==> src/design/bsce_pkg.sv <==
// Shared constants and types for the bit-test, call, clear and complement executor
package bsce_pkg;
  localparam int PC_W       = 10;
  localparam int STACK_N    = 8;
  localparam int SP_W       = 3;
  localparam int RF_N       = 64;
  localparam int RF_AW      = 6;
  localparam int BUS_AW     = 12;
  // Instruction word fields
  localparam int OP_HI      = 15;
  localparam int OP_LO      = 12;
  localparam int DST_POS    = 9;
  localparam int BIT_HI     = 8;
  localparam int BIT_LO     = 6;
  localparam int REG_HI     = 5;
  localparam int IMM_HI     = 7;
  // Opcodes
  localparam logic [3:0] OP_NOP   = 4'h0;
  localparam logic [3:0] OP_BTSC  = 4'h1;
  localparam logic [3:0] OP_BTSS  = 4'h2;
  localparam logic [3:0] OP_CALL  = 4'h3;
  localparam logic [3:0] OP_CALL_IND  = 4'h4;
  localparam logic [3:0] OP_CLR_ACCUM = 4'h5;
  localparam logic [3:0] OP_CLR_REG   = 4'h6;
  localparam logic [3:0] OP_COMP_REG  = 4'h7;
  // Register map (byte addresses)
  localparam logic [11:0] ADR_CTRL   = 12'h000;
  localparam logic [11:0] ADR_STATUS = 12'h004;
  localparam logic [11:0] ADR_ACCUM    = 12'h008;
  localparam logic [11:0] ADR_PAGE_BUF = 12'h00C;
  localparam logic [11:0] ADR_TBL_PTR  = 12'h010;
  localparam logic [11:0] ADR_RF     = 12'h100;
  localparam int STAT_SP_LO = 16;
  localparam int STAT_Z_POS = 24;
  localparam logic [1:0] RESP_OKAY   = 2'h0;
  localparam logic [1:0] RESP_SLVERR = 2'h2;
  localparam logic [7:0] BYTE_ZERO   = 8'h00;
  localparam logic [PC_W-1:0] PC_RST = 10'h000;
  localparam logic [PC_W-1:0] PC_ONE = 10'h001;
  localparam logic [SP_W-1:0] SP_RST = 3'h0;

  typedef struct packed {
    logic [3:0]       op;
    logic             dst;
    logic [2:0]       bsel;
    logic [RF_AW-1:0] raddr;
    logic [7:0]       imm;
  } bsce_instr_s;
endpackage : bsce_pkg

==> src/design/bsce_regfile.sv <==
// General register file: two asynchronous read ports, one write port
`timescale 1ns/100ps
`default_nettype none
module bsce_regfile
  import bsce_pkg::*;
(
  input  wire logic             clk,   // Core clock
  input  wire logic             we,    // Write enable
  input  wire logic [RF_AW-1:0] waddr, // Write address
  input  wire logic [7:0]       wdata, // Write data
  input  wire logic [RF_AW-1:0] raddr_a, // Core read address
  output logic      [7:0]       rdata_a, // Core read data
  input  wire logic [RF_AW-1:0] raddr_b, // Bus read address
  output logic      [7:0]       rdata_b  // Bus read data
);
  logic [7:0] mem [RF_N];

  // Contents are left uninitialised, as in the real array
  always_ff @(posedge clk) begin
    if (we) begin
      mem[waddr] <= wdata;
    end
  end

  assign rdata_a = mem[raddr_a];
  assign rdata_b = mem[raddr_b];
endmodule : bsce_regfile
`default_nettype wire

==> src/design/bsce_exec.sv <==
// Executor for bit-test skips, calls, clears and complement, with an AXI4-Lite register slave
`timescale 1ns/100ps
`default_nettype none
module bsce_exec
  import bsce_pkg::*;
(
  input  wire logic              clk,       // 20 MHz core clock
  input  wire logic              srst,      // Synchronous reset, active high
  input  wire logic              ce,        // Clock enable, freezes all state when low
  output logic      [PC_W-1:0]   prog_addr, // Program memory fetch address
  input  wire logic [15:0]       prog_word, // Word at last cycle's fetch address
  input  wire logic              awvalid,   // AXI write address valid
  output logic                   awready,   // AXI write address ready
  input  wire logic [BUS_AW-1:0] awaddr,    // AXI write address
  input  wire logic              wvalid,    // AXI write data valid
  output logic                   wready,    // AXI write data ready
  input  wire logic [31:0]       wdata,     // AXI write data
  input  wire logic [3:0]        wstrb,     // AXI write strobes
  output logic                   bvalid,    // AXI write response valid
  input  wire logic              bready,    // AXI write response ready
  output logic      [1:0]        bresp,     // AXI write response
  input  wire logic              arvalid,   // AXI read address valid
  output logic                   arready,   // AXI read address ready
  input  wire logic [BUS_AW-1:0] araddr,    // AXI read address
  output logic                   rvalid,    // AXI read data valid
  input  wire logic              rready,    // AXI read data ready
  output logic      [31:0]       rdata,     // AXI read data
  output logic      [1:0]        rresp      // AXI read response
);
  import bsce_pkg::*;

  logic [PC_W-1:0] fetch_pc_r, exec_pc_r;
  logic            flush_r, run_r, zero_r;
  logic [7:0]      accumulator_r;
  logic [1:0]      pc_high_page_buffer_r, table_high_pointer_r;
  logic [PC_W-1:0] stack_r [STACK_N];
  logic [SP_W-1:0] sp_r;
  logic [7:0]      rd_val, bus_rf_val;
  bsce_instr_s     ins;

  // Field split of the word on the program bus
  assign ins.op    = prog_word[OP_HI:OP_LO];
  assign ins.dst   = prog_word[DST_POS];
  assign ins.bsel  = prog_word[BIT_HI:BIT_LO];
  assign ins.raddr = prog_word[REG_HI:0];
  assign ins.imm   = prog_word[IMM_HI:0];

  logic advance, exec_go, is_call, skip_take, core_we;
  logic [PC_W-1:0] call_tgt;
  logic [7:0]      comp_val;
  assign advance   = ce && run_r;
  assign exec_go   = advance && !flush_r;  // A flushed word executes as a no-op
  assign is_call   = exec_go && (ins.op == OP_CALL || ins.op == OP_CALL_IND);
  assign skip_take = exec_go && ((ins.op == OP_BTSC && !rd_val[ins.bsel])
                              || (ins.op == OP_BTSS &&  rd_val[ins.bsel]));
  assign comp_val  = ~rd_val;
  assign call_tgt  = (ins.op == OP_CALL) ? {pc_high_page_buffer_r, ins.imm}
                                         : {table_high_pointer_r, accumulator_r};
  assign core_we   = exec_go && (ins.op == OP_CLR_REG || (ins.op == OP_COMP_REG && ins.dst));
  assign prog_addr = fetch_pc_r;

  // Bus side of the register file is only open while the core is halted
  logic            aw_held_r, w_held_r;
  logic [BUS_AW-1:0] aw_addr_r;
  logic [31:0]     w_data_r;
  logic [3:0]      w_strb_r;
  logic            wr_fire, rf_bus_hit_w, rf_bus_we;
  assign wr_fire      = ce && aw_held_r && w_held_r && !bvalid;
  assign rf_bus_hit_w = (aw_addr_r[11:8] == ADR_RF[11:8]);
  // A misaligned address is answered with an error, so it must not write either
  assign rf_bus_we    = wr_fire && rf_bus_hit_w && (aw_addr_r[1:0] == 2'h0) && !run_r
                        && w_strb_r[0];

  bsce_regfile u_rf (
    .clk     (clk),
    .we      ((ce && core_we) || rf_bus_we),
    .waddr   (core_we ? ins.raddr : aw_addr_r[7:2]),
    .wdata   (core_we ? ((ins.op == OP_CLR_REG) ? BYTE_ZERO : comp_val) : w_data_r[7:0]),
    .raddr_a (ins.raddr),
    .rdata_a (rd_val),
    .raddr_b (araddr[7:2]),
    .rdata_b (bus_rf_val)
  );

  // Fetch and execute pointers; a taken skip or a call discards the prefetched word
  always_ff @(posedge clk) begin
    if (srst) begin
      fetch_pc_r <= PC_RST;
      exec_pc_r  <= PC_RST;
      flush_r    <= 1'b1;  // First word after reset is not yet valid
    end else if (advance) begin
      exec_pc_r  <= fetch_pc_r;
      fetch_pc_r <= is_call ? call_tgt : fetch_pc_r + PC_ONE;
      flush_r    <= skip_take || is_call;
    end
  end

  // Return stack push
  always_ff @(posedge clk) begin
    if (srst) begin
      sp_r <= SP_RST;
    end else if (ce && is_call) begin
      stack_r[sp_r] <= exec_pc_r + PC_ONE;
      sp_r          <= sp_r + 3'h1;
    end
  end

  // Accumulator and zero flag; a bus write to the accumulator yields only to a core write of it
  always_ff @(posedge clk) begin
    if (srst) begin
      accumulator_r <= BYTE_ZERO;
      zero_r        <= 1'b0;
    end else if (ce) begin
      if (exec_go && (ins.op == OP_CLR_ACCUM || ins.op == OP_CLR_REG)) begin
        zero_r <= 1'b1;
      end else if (exec_go && ins.op == OP_COMP_REG) begin
        zero_r <= (comp_val == BYTE_ZERO);
      end
      if (exec_go && ins.op == OP_CLR_ACCUM) begin
        accumulator_r <= BYTE_ZERO;
      end else if (exec_go && ins.op == OP_COMP_REG && !ins.dst) begin
        accumulator_r <= comp_val;
      end else if (wr_fire && aw_addr_r == ADR_ACCUM && w_strb_r[0]) begin
        accumulator_r <= w_data_r[7:0];
      end
    end
  end

  // Control and page pointer registers written from the bus
  always_ff @(posedge clk) begin
    if (srst) begin
      run_r                 <= 1'b0;
      pc_high_page_buffer_r <= 2'h0;
      table_high_pointer_r  <= 2'h0;
    end else if (wr_fire && w_strb_r[0]) begin
      if (aw_addr_r == ADR_CTRL)   run_r                 <= w_data_r[0];
      if (aw_addr_r == ADR_PAGE_BUF) pc_high_page_buffer_r <= w_data_r[1:0];
      if (aw_addr_r == ADR_TBL_PTR)  table_high_pointer_r  <= w_data_r[1:0];
    end
  end

  // Write channel: address and data are taken in either order, answer follows both
  assign awready = ce && !aw_held_r;
  assign wready  = ce && !w_held_r;
  always_ff @(posedge clk) begin
    if (srst) begin
      aw_held_r <= 1'b0;
      w_held_r  <= 1'b0;
      aw_addr_r <= '0;
      w_data_r  <= '0;
      w_strb_r  <= '0;
      bvalid    <= 1'b0;
      bresp     <= RESP_OKAY;
    end else if (ce) begin
      if (awvalid && awready) begin
        aw_held_r <= 1'b1;
        aw_addr_r <= awaddr;
      end
      if (wvalid && wready) begin
        w_held_r <= 1'b1;
        w_data_r <= wdata;
        w_strb_r <= wstrb;
      end
      if (wr_fire) begin
        aw_held_r <= 1'b0;
        w_held_r  <= 1'b0;
        bvalid    <= 1'b1;
        bresp     <= (wr_map_ok(aw_addr_r) && !(rf_bus_hit_w && run_r)) ? RESP_OKAY
                                                                         : RESP_SLVERR;
      end else if (bvalid && bready) begin
        bvalid <= 1'b0;
      end
    end
  end

  // Decode shared by both channels
  function automatic logic wr_map_ok(input logic [BUS_AW-1:0] a);
    wr_map_ok = (a[1:0] == 2'h0) && (a[11:8] == ADR_RF[11:8] || a == ADR_CTRL ||
                a == ADR_ACCUM || a == ADR_PAGE_BUF || a == ADR_TBL_PTR || a == ADR_STATUS);
  endfunction : wr_map_ok

  // Read channel: one cycle from address to data
  assign arready = ce && !rvalid;
  always_ff @(posedge clk) begin
    if (srst) begin
      rvalid <= 1'b0;
      rdata  <= '0;
      rresp  <= RESP_OKAY;
    end else if (ce) begin
      if (arvalid && arready) begin
        rvalid <= 1'b1;
        rresp  <= RESP_OKAY;
        rdata  <= '0;
        if (!wr_map_ok(araddr) || (araddr[11:8] == ADR_RF[11:8] && run_r)) begin
          rresp <= RESP_SLVERR;
        end else if (araddr[11:8] == ADR_RF[11:8]) begin
          rdata[7:0] <= bus_rf_val;
        end else if (araddr == ADR_CTRL) begin
          rdata[0] <= run_r;
        end else if (araddr == ADR_STATUS) begin
          rdata[PC_W-1:0]                  <= exec_pc_r;
          rdata[STAT_SP_LO+SP_W-1:STAT_SP_LO] <= sp_r;
          rdata[STAT_Z_POS]                <= zero_r;
        end else if (araddr == ADR_ACCUM) begin
          rdata[7:0] <= accumulator_r;
        end else if (araddr == ADR_PAGE_BUF) begin
          rdata[1:0] <= pc_high_page_buffer_r;
        end else begin
          rdata[1:0] <= table_high_pointer_r;
        end
      end else if (rvalid && rready) begin
        rvalid <= 1'b0;
      end
    end
  end
endmodule : bsce_exec
`default_nettype wire

==> config.mk <==
export PLATFORM = sky130hd
export DESIGN_NAME = bsce_exec
export DESIGN_NICKNAME = d
export VERILOG_FILES = /design/src/design/bsce_pkg.sv /design/src/design/bsce_regfile.sv /design/src/design/bsce_exec.sv
export SDC_FILE = /design/constraint.sdc
export NUM_CORES = 1
export LEC_CHECK = 0
export BUFFER_PORTS_ARGS = -buffer_cell sky130_fd_sc_hd__buf_2
export CAP_MARGIN = 20
export CORE_ASPECT_RATIO = 1.2
export CORE_MARGIN = 2
export CORE_UTILIZATION = 30
export DETAILED_ROUTE_END_ITERATION = 6
export GPL_TIMING_DRIVEN = 0
export PLACE_DENSITY = 0.58
export SYNTH_ARGS = -nofsm -noshare
export SYNTH_HDL_FRONTEND = slang
export SYNTH_SLANG_ARGS = --single-unit
==> constraint.sdc <==
create_clock -name clk -period 5.5 [get_ports clk]
set_input_delay 0 -clock clk [delete_from_list [all_inputs] [get_ports clk]]
set_output_delay 0 -clock clk [all_outputs]
set_load 0.01 [all_outputs]
==> flow_metrics.py, run 1 <==
metrics = {
    "die": {
        "core_um2": 92200,
        "die_w_um": 283,
        "io_pins": 135,
        "num_rows": 122,
        "start_util_pct": 30.3,
        "die_area_um2": 95600,
        "die_h_um": 338,
    },
    "worst_hold_path": {
        "holdPathEnd": "bvalid$_SDFFE_PP0P_",
        "min_from": "ce",
        "hp-class": "primary input to flop",
        "whs_path_depth": 5,
    },
    "clock_network": {
        "root_buffer": "clkbuf_16",
        "clkTransAtPathRegs_ns": 0.06,
        "cts.repair.resized": 0,
        "cts.hold.buffers_added": 67,
        "cts_tree": "done",
        "clk_latency_ns": 0.66,
        "h-tree-depth": 2,
        "cts_made_buffers": 56,
        "clock-sinks": 591,
        "cts_setup_buffers": 0,
        "clockBufferDepth": 3,
    },
    "sta": {
        "fin_ws_ns": 1.08,
        "relSlewSlack_pct": 22.7,
        "worst_pin_slew_ns": 1.16,
        "fmax_mhz": 226,
        "hold_viol": 0,
        "worst_clock_skew_ns": 0.0260,
        "setup_violations": 0,
        "period_minus_slack_ns": 4.42,
        "finalCritPeriodShare_pct": 80.4,
        "rsz0062_at_grt": "no",
        "drv_slew": 0,
    },
    "route": {
        "wire_per_inst_um": 29.8,
        "drtIter0Drc": 1840,
        "wl_um": 94900,
        "vias_per_cell": 5.57,
        "vias": 17800,
        "final_antenna_net_count": 0,
        "drc": 1,
        "drt_first_pass_iters": 7,
    },
    "pwr": {
        "p_total_mw": 9.76,
        "p_clk_share_pct": 41.3,
        "power_density_nw_per_um2": 296,
        "netSwitchingPower_mw": 2.30,
        "peakVddDrop_v": 0.000213,
        "pwr-share-seq_pct": 49.9,
        "p_sw_share_pct": 23.6,
        "p_int_mw": 7.45,
        "p_leak_nw": 11.3,
        "p_comb_share_pct": 8.7,
    },
    "worst_setup_path": {
        "worstSetupEndpointType": "flop",
        "rrSetupSlack_ns": 1.08,
        "worstRegToRegCells": 7,
        "cp.arrival_ns": 4.69,
        "r2r_start": "run_r$_SDFFE_PP0P_",
        "crit_type": "flop to flop",
        "worstReg2RegEnd": "u_rf.mem[41][3]$_DFFE_PP_",
        "critPathMaxFanout": 10,
        "required_ns": 5.76,
        "critPathLaunchType": "flop",
    },
    "place": {
        "dpl.cell_count": 3005,
        "hpwl_um": 69100,
        "dpl_worst_slack_ns": 1.13,
        "placed_area_um2": 30400,
        "gp_congestion": 0.978,
        "io_buffers": 75,
    },
    "cells_and_area": {
        "area_delta_synth_final_pct": 18.1,
        "diodes": 0,
        "nets": 1985,
        "fillers": 8687,
        "fin_cells": 3185,
        "drive_gt1_share_pct": 30.0,
        "fin_area_um2": 33000,
    },
    "synth": {
        "yosysTopAreaCell": "edfxtp_1",
        "ys_warn_count": 0,
        "ys_seq_area_share_pct": 60.7,
        "ys_types": 61,
        "synth_top_cell_area_share_pct": 55.0,
        "synth_area_per_cell_um2": 17.0,
        "synthFlopType": "edfxtp_1",
        "synth_area_leaders": "edfxtp_1 (55%), mux4_2 (24%), dfxtp_1 (5.7%)",
        "synthCells": 1644,
        "async_flop_share_pct": 0,
        "synth_edf_count": 512,
        "syn-cell-area_um2": 27900,
        "synth_common_cells": "edfxtp_1 (512), mux4_2 (300), nand2_1 (139), nor2_1 (136), dfxtp_1 (79)",
        "ys_ff_latch": 591,
        "yosysMostFrequentCell": "edfxtp_1",
    },
    "status": {
        "violations": "DRC",
        "status": "complete, but fails checks",
    },
    "global_route": {
        "gr-total-overflow": 0,
        "antenna_found_initial": 3,
        "grt_pass1_wl_um": 133000,
        "grt_pass1_vias": 18300,
        "grt_max_degree": 57,
        "grt_usage_pct": 19.7,
    },
    "job": {
        "cap_viol_max_count": 0,
    },
}
[per-stage QoR]
step | util (%) | hold WS, ns | TNS [ns]
2_1_floorplan | - | 0.136 | 0
3_5_place_dp | 32.9 | 0.253 | 0
6_report | 35.8 | 0.0172 | 0
3_3_place_gp | 32.5 | 0.257 | -962.12
4_1_cts | 35.7 | 0.0189 | 0
5_1_grt | 35.8 | 0.0338 | 0
[power groups by stage]
stage                     Combinational, mW  Clock, mW  Sequential, mW
after floorplan                       0.476          0            4.97
after global placement                0.775          0            4.98
after detailed placement              0.804          0            4.97
after CTS                             0.838       4.06            4.87
after global routing                  0.880       4.21            4.87
final                                 0.853       4.03            4.87
[area by class of cell]
cell class	count	area, µm²	area share, %
buffer	136	717	2.17
timing repair buffer	178	1510	4.59
sequential	591	17000	51.4
clock buffer	65	1480	4.48
tap	1240	1550	4.70
clock inverter	39	392	1.19
multi-input combinational	930	10400	31.4
inverter	6	22.5	0.0683
[sequential cells by signal, summed over array words and instances (netlist names), 2 cells and up]
name,cells
u_rf.mem,512
rdata,14
aw_addr_r,12
exec_pc_r,10
prog_addr,10
accumulator_r,8
w_data_r,8
sp_r,3
pc_high_page_buffer_r,2
table_high_pointer_r,2
[worst max-delay path by stage]
stage	end	cells after the start	from
after detailed placement	u_rf.mem[27][2]$_DFFE_PP_	11	prog_word[0]
after CTS	u_rf.mem[46][2]$_DFFE_PP_	7	run_r$_SDFFE_PP0P_
final	u_rf.mem[41][3]$_DFFE_PP_	7	run_r$_SDFFE_PP0P_
after global placement	u_rf.mem[16][3]$_DFFE_PP_	10	prog_word[0]
after floorplan	u_rf.mem[0][3]$_DFFE_PP_	9	prog_word[0]
after global routing	u_rf.mem[37][4]$_DFFE_PP_	7	run_r$_SDFFE_PP0P_
[worst max-delay path: stages, from the launching register on]
cell,delay [ns]
dfxtp_1,0.60
nor4bb_1,0.61
and2_1,0.27
nand3_1,0.26
clkbuf_1,0.30
o31ai_1,0.70
nand2_1,0.35
nor2_1,0.93
[cells by family after synthesis]
kind of cell               Yosys count  share of synthesized area [%]
buffers and inverters              142                           2.65
and+or+nand+nor                    362                           5.67
xor gates and xnor gates             6                          0.188
adders and majority gates            2                         0.0896
other                                1                         0.0134
muxes                              368                           26.7
AOI/OAI and AO/OA                  172                           4.02
DFF                                591                           60.7
[placed cells by master, fill, tap and decap left out, types with 9 or more instances in the layout]
master         count
edfxtp_1         512
mux4_2           300
nand2_1          139
nor2_1           136
buf_2            105
dfxtp_1           79
clkbuf_1          68
dlygate4sd3_1     67
mux2i_1           58
a21oi_1           58
clkbuf_16         58
buf_4             38
a22oi_1           25
buf_6             21
o21ai_0           21
conb_1            20
nand3_1           14
clkinv_1          12
nor2b_1           10
mux2_2            10
nor3_1             9
clkinv_2           9
[layer usage]
layer / up-vias / GRT usage [%] / wire [µm]
met4: 6 / 10.8 / 5970
met1: 9257 / 22.7 / 33400
met3: 248 / 3.64 / 7460
met5: - / 0 / 37
met2: 1008 / 34.4 / 48000
li1: 7237 / - / -
Note: power is estimated with default switching activity, not from simulation.
==> run 2: changes to the inputs <==
--- a/config.mk
+++ b/config.mk
@@ -12,7 +12,7 @@
 export CORE_UTILIZATION = 30
 export DETAILED_ROUTE_END_ITERATION = 6
 export GPL_TIMING_DRIVEN = 0
-export PLACE_DENSITY = 0.58
+export PLACE_DENSITY = 0.57
 export SYNTH_ARGS = -nofsm -noshare
 export SYNTH_HDL_FRONTEND = slang
 export SYNTH_SLANG_ARGS = --single-unit
==> constraint.sdc (replaced) <==
create_clock -name clk -period 4.5 [get_ports clk]
set_input_delay 0 -clock clk [delete_from_list [all_inputs] [get_ports clk]]
set_output_delay 0 -clock clk [all_outputs]
set_load 0.01 [all_outputs]
==> flow_metrics.py, run 2 (synthesis gave the netlist of run 1 again) <==
metrics = {
    "die": {
        "num_rows": 122,
        "die_h_um": 338,
        "start_util_pct": 30.3,
        "core_um2": 92200,
        "die_w_um": 283,
        "die_area_um2": 95600,
        "io_pins": 135,
    },
    "cells_and_area": {
        "layout_common_cells": "edfxtp_1 (512), mux4_2 (300), nand2_1 (139)",
        "final_common_cell": "edfxtp_1",
        "nets": 1989,
        "multi_input_area_um2": 10400,
        "fin_area_um2": 33000,
        "fillers": 8670,
        "largest_reg_flops": 512,
        "area_delta_synth_final_pct": 18.3,
        "drive_gt1_share_pct": 30.0,
        "largestRegisters": "u_rf.mem x512, rdata x14, aw_addr_r x12",
        "top_register": "u_rf.mem",
        "ff_latch_area_um2": 17000,
    },
    "clock_network": {
        "cts_tree": "done",
        "clock-sinks": 591,
        "clkTransAtPathRegs_ns": 0.07,
        "h-tree-depth": 2,
        "root_buffer": "clkbuf_16",
        "clockBufferDepth": 3,
        "clk_latency_ns": 0.64,
        "cts_made_buffers": 58,
    },
    "global_route": {
        "grt_pass1_vias": 18300,
        "grt_pass1_wl_um": 134000,
        "grt_usage_pct": 19.9,
        "gr-total-overflow": 0,
        "grt_max_degree": 65,
        "antenna_found_initial": 4,
    },
    "pwr": {
        "power_density_nw_per_um2": 360,
        "p_leak_nw": 11.3,
        "peakVddDrop_v": 0.000305,
    },
    "route": {
        "final_antenna_net_count": 0,
        "vias": 18000,
        "drt_first_pass_iters": 7,
        "drtIter0Drc": 1981,
        "drc": 0,
        "wl_um": 96200,
        "vias_per_cell": 5.63,
        "wire_per_inst_um": 30.1,
    },
    "sta": {
        "worst_pin_slew_ns": 1.20,
        "period_minus_slack_ns": 4.38,
        "hold_viol": 0,
        "setup_violations": 0,
        "finalCritPeriodShare_pct": 97.3,
        "rsz0062_at_grt": "yes",
        "fmax_mhz": 228,
        "relSlewSlack_pct": 19.7,
        "fin_hold_ws_ns": 0.0226,
        "worst_clock_skew_ns": 0.0199,
        "fin_ws_ns": 0.123,
        "drv_slew": 0,
    },
    "job": {
        "cap_viol_max_count": 0,
    },
    "worst_hold_path": {
        "hp-class": "primary input to flop",
    },
    "worst_setup_path": {
        "critPathMaxFanout": 10,
        "worstSetupEndpointType": "flop",
        "cp.arrival_ns": 4.63,
        "required_ns": 4.75,
        "crit_type": "flop to flop",
        "critPathLaunchType": "flop",
    },
    "place": {
        "hpwl_um": 69800,
        "placed_area_um2": 30400,
        "io_buffers": 75,
        "dpl_worst_slack_ns": 0.157,
        "gp_congestion": 0.980,
    },
    "status": {
        "status": "finished, final reports clean",
    },
}
==> run 2: worst paths after layout <==
path                                   from                   endpoint  slack [ns]  cells after the start
setup / recovery         run_r$_SDFFE_PP0P_  u_rf.mem[45][3]$_DFFE_PP_        0.12                      7
hold / removal                           ce      w_held_r$_SDFFE_PP0P_        0.02                      4
hold reg to reg   exec_pc_r[7]$_SDFFE_PP0N_  exec_pc_r[7]$_SDFFE_PP0N_        0.47                      2
setup reg to reg         run_r$_SDFFE_PP0P_  u_rf.mem[45][3]$_DFFE_PP_        0.12                      7
==> run 2: through the flow <==
stage,std cells,total power [mW],utilization (%),TNS (ns)
floorplan,1663,6.65,-,0
global placement,2978,7.03,32.5,-689.55
detailed placement,3007,7.06,32.9,0
CTS,3182,11.9,35.7,0
global route,3192,12.2,35.8,-0.856
finish,3193,11.9,35.8,0
==> run 2: metal layers <==
| metal | track usage [%] | up-vias | routed length (µm) |
|---|---|---|---|
| met5 | 0 | - | 32 |
| li1 | - | 7243 | - |
| met4 | 12.3 | 6 | 6750 |
| met1 | 23.1 | 9394 | 33900 |
| met2 | 34.0 | 1057 | 47800 |
| met3 | 3.55 | 265 | 7680 |
==> run 2: cell type report <==
| cell class | instances | share of cell area [%] |
|---|---|---|
| multi-input cells | 930 | 31.4 |
| plain buffers | 136 | 2.17 |
| repair buffers | 180 | 4.67 |
| flip-flops and latches | 591 | 51.3 |
| clock buffers | 68 | 4.57 |
| clock inverters | 41 | 1.12 |
| diodes | 1 | 0.00757 |
| inverters | 6 | 0.0682 |
| well taps | 1240 | 4.70 |
==> run 2: power by group <==
| group | internal (mW) | switching, mW |
|---|---|---|
| Combinational | 0.414 | 0.633 |
| Sequential | 5.94 | 0.0128 |
| Clock | 2.74 | 2.16 |
==> run 2: what timing repair did <==
item	in CTS	in global routing
setup buffers	0	0
gates resized for setup	0	2
hold buffers	66	0
endpoints found under the setup margin	0	40
endpoints found under the hold margin	41	0
==> run 2: critical path, stage by stage, from the launching register on <==
cell and delay (ns):
dfxtp_1 0.58, nor4bb_1 0.60, and2_1 0.27, nand3_1 0.25
clkbuf_1 0.29, o31ai_1 0.69, nand2_1 0.37, nor2_1 0.93
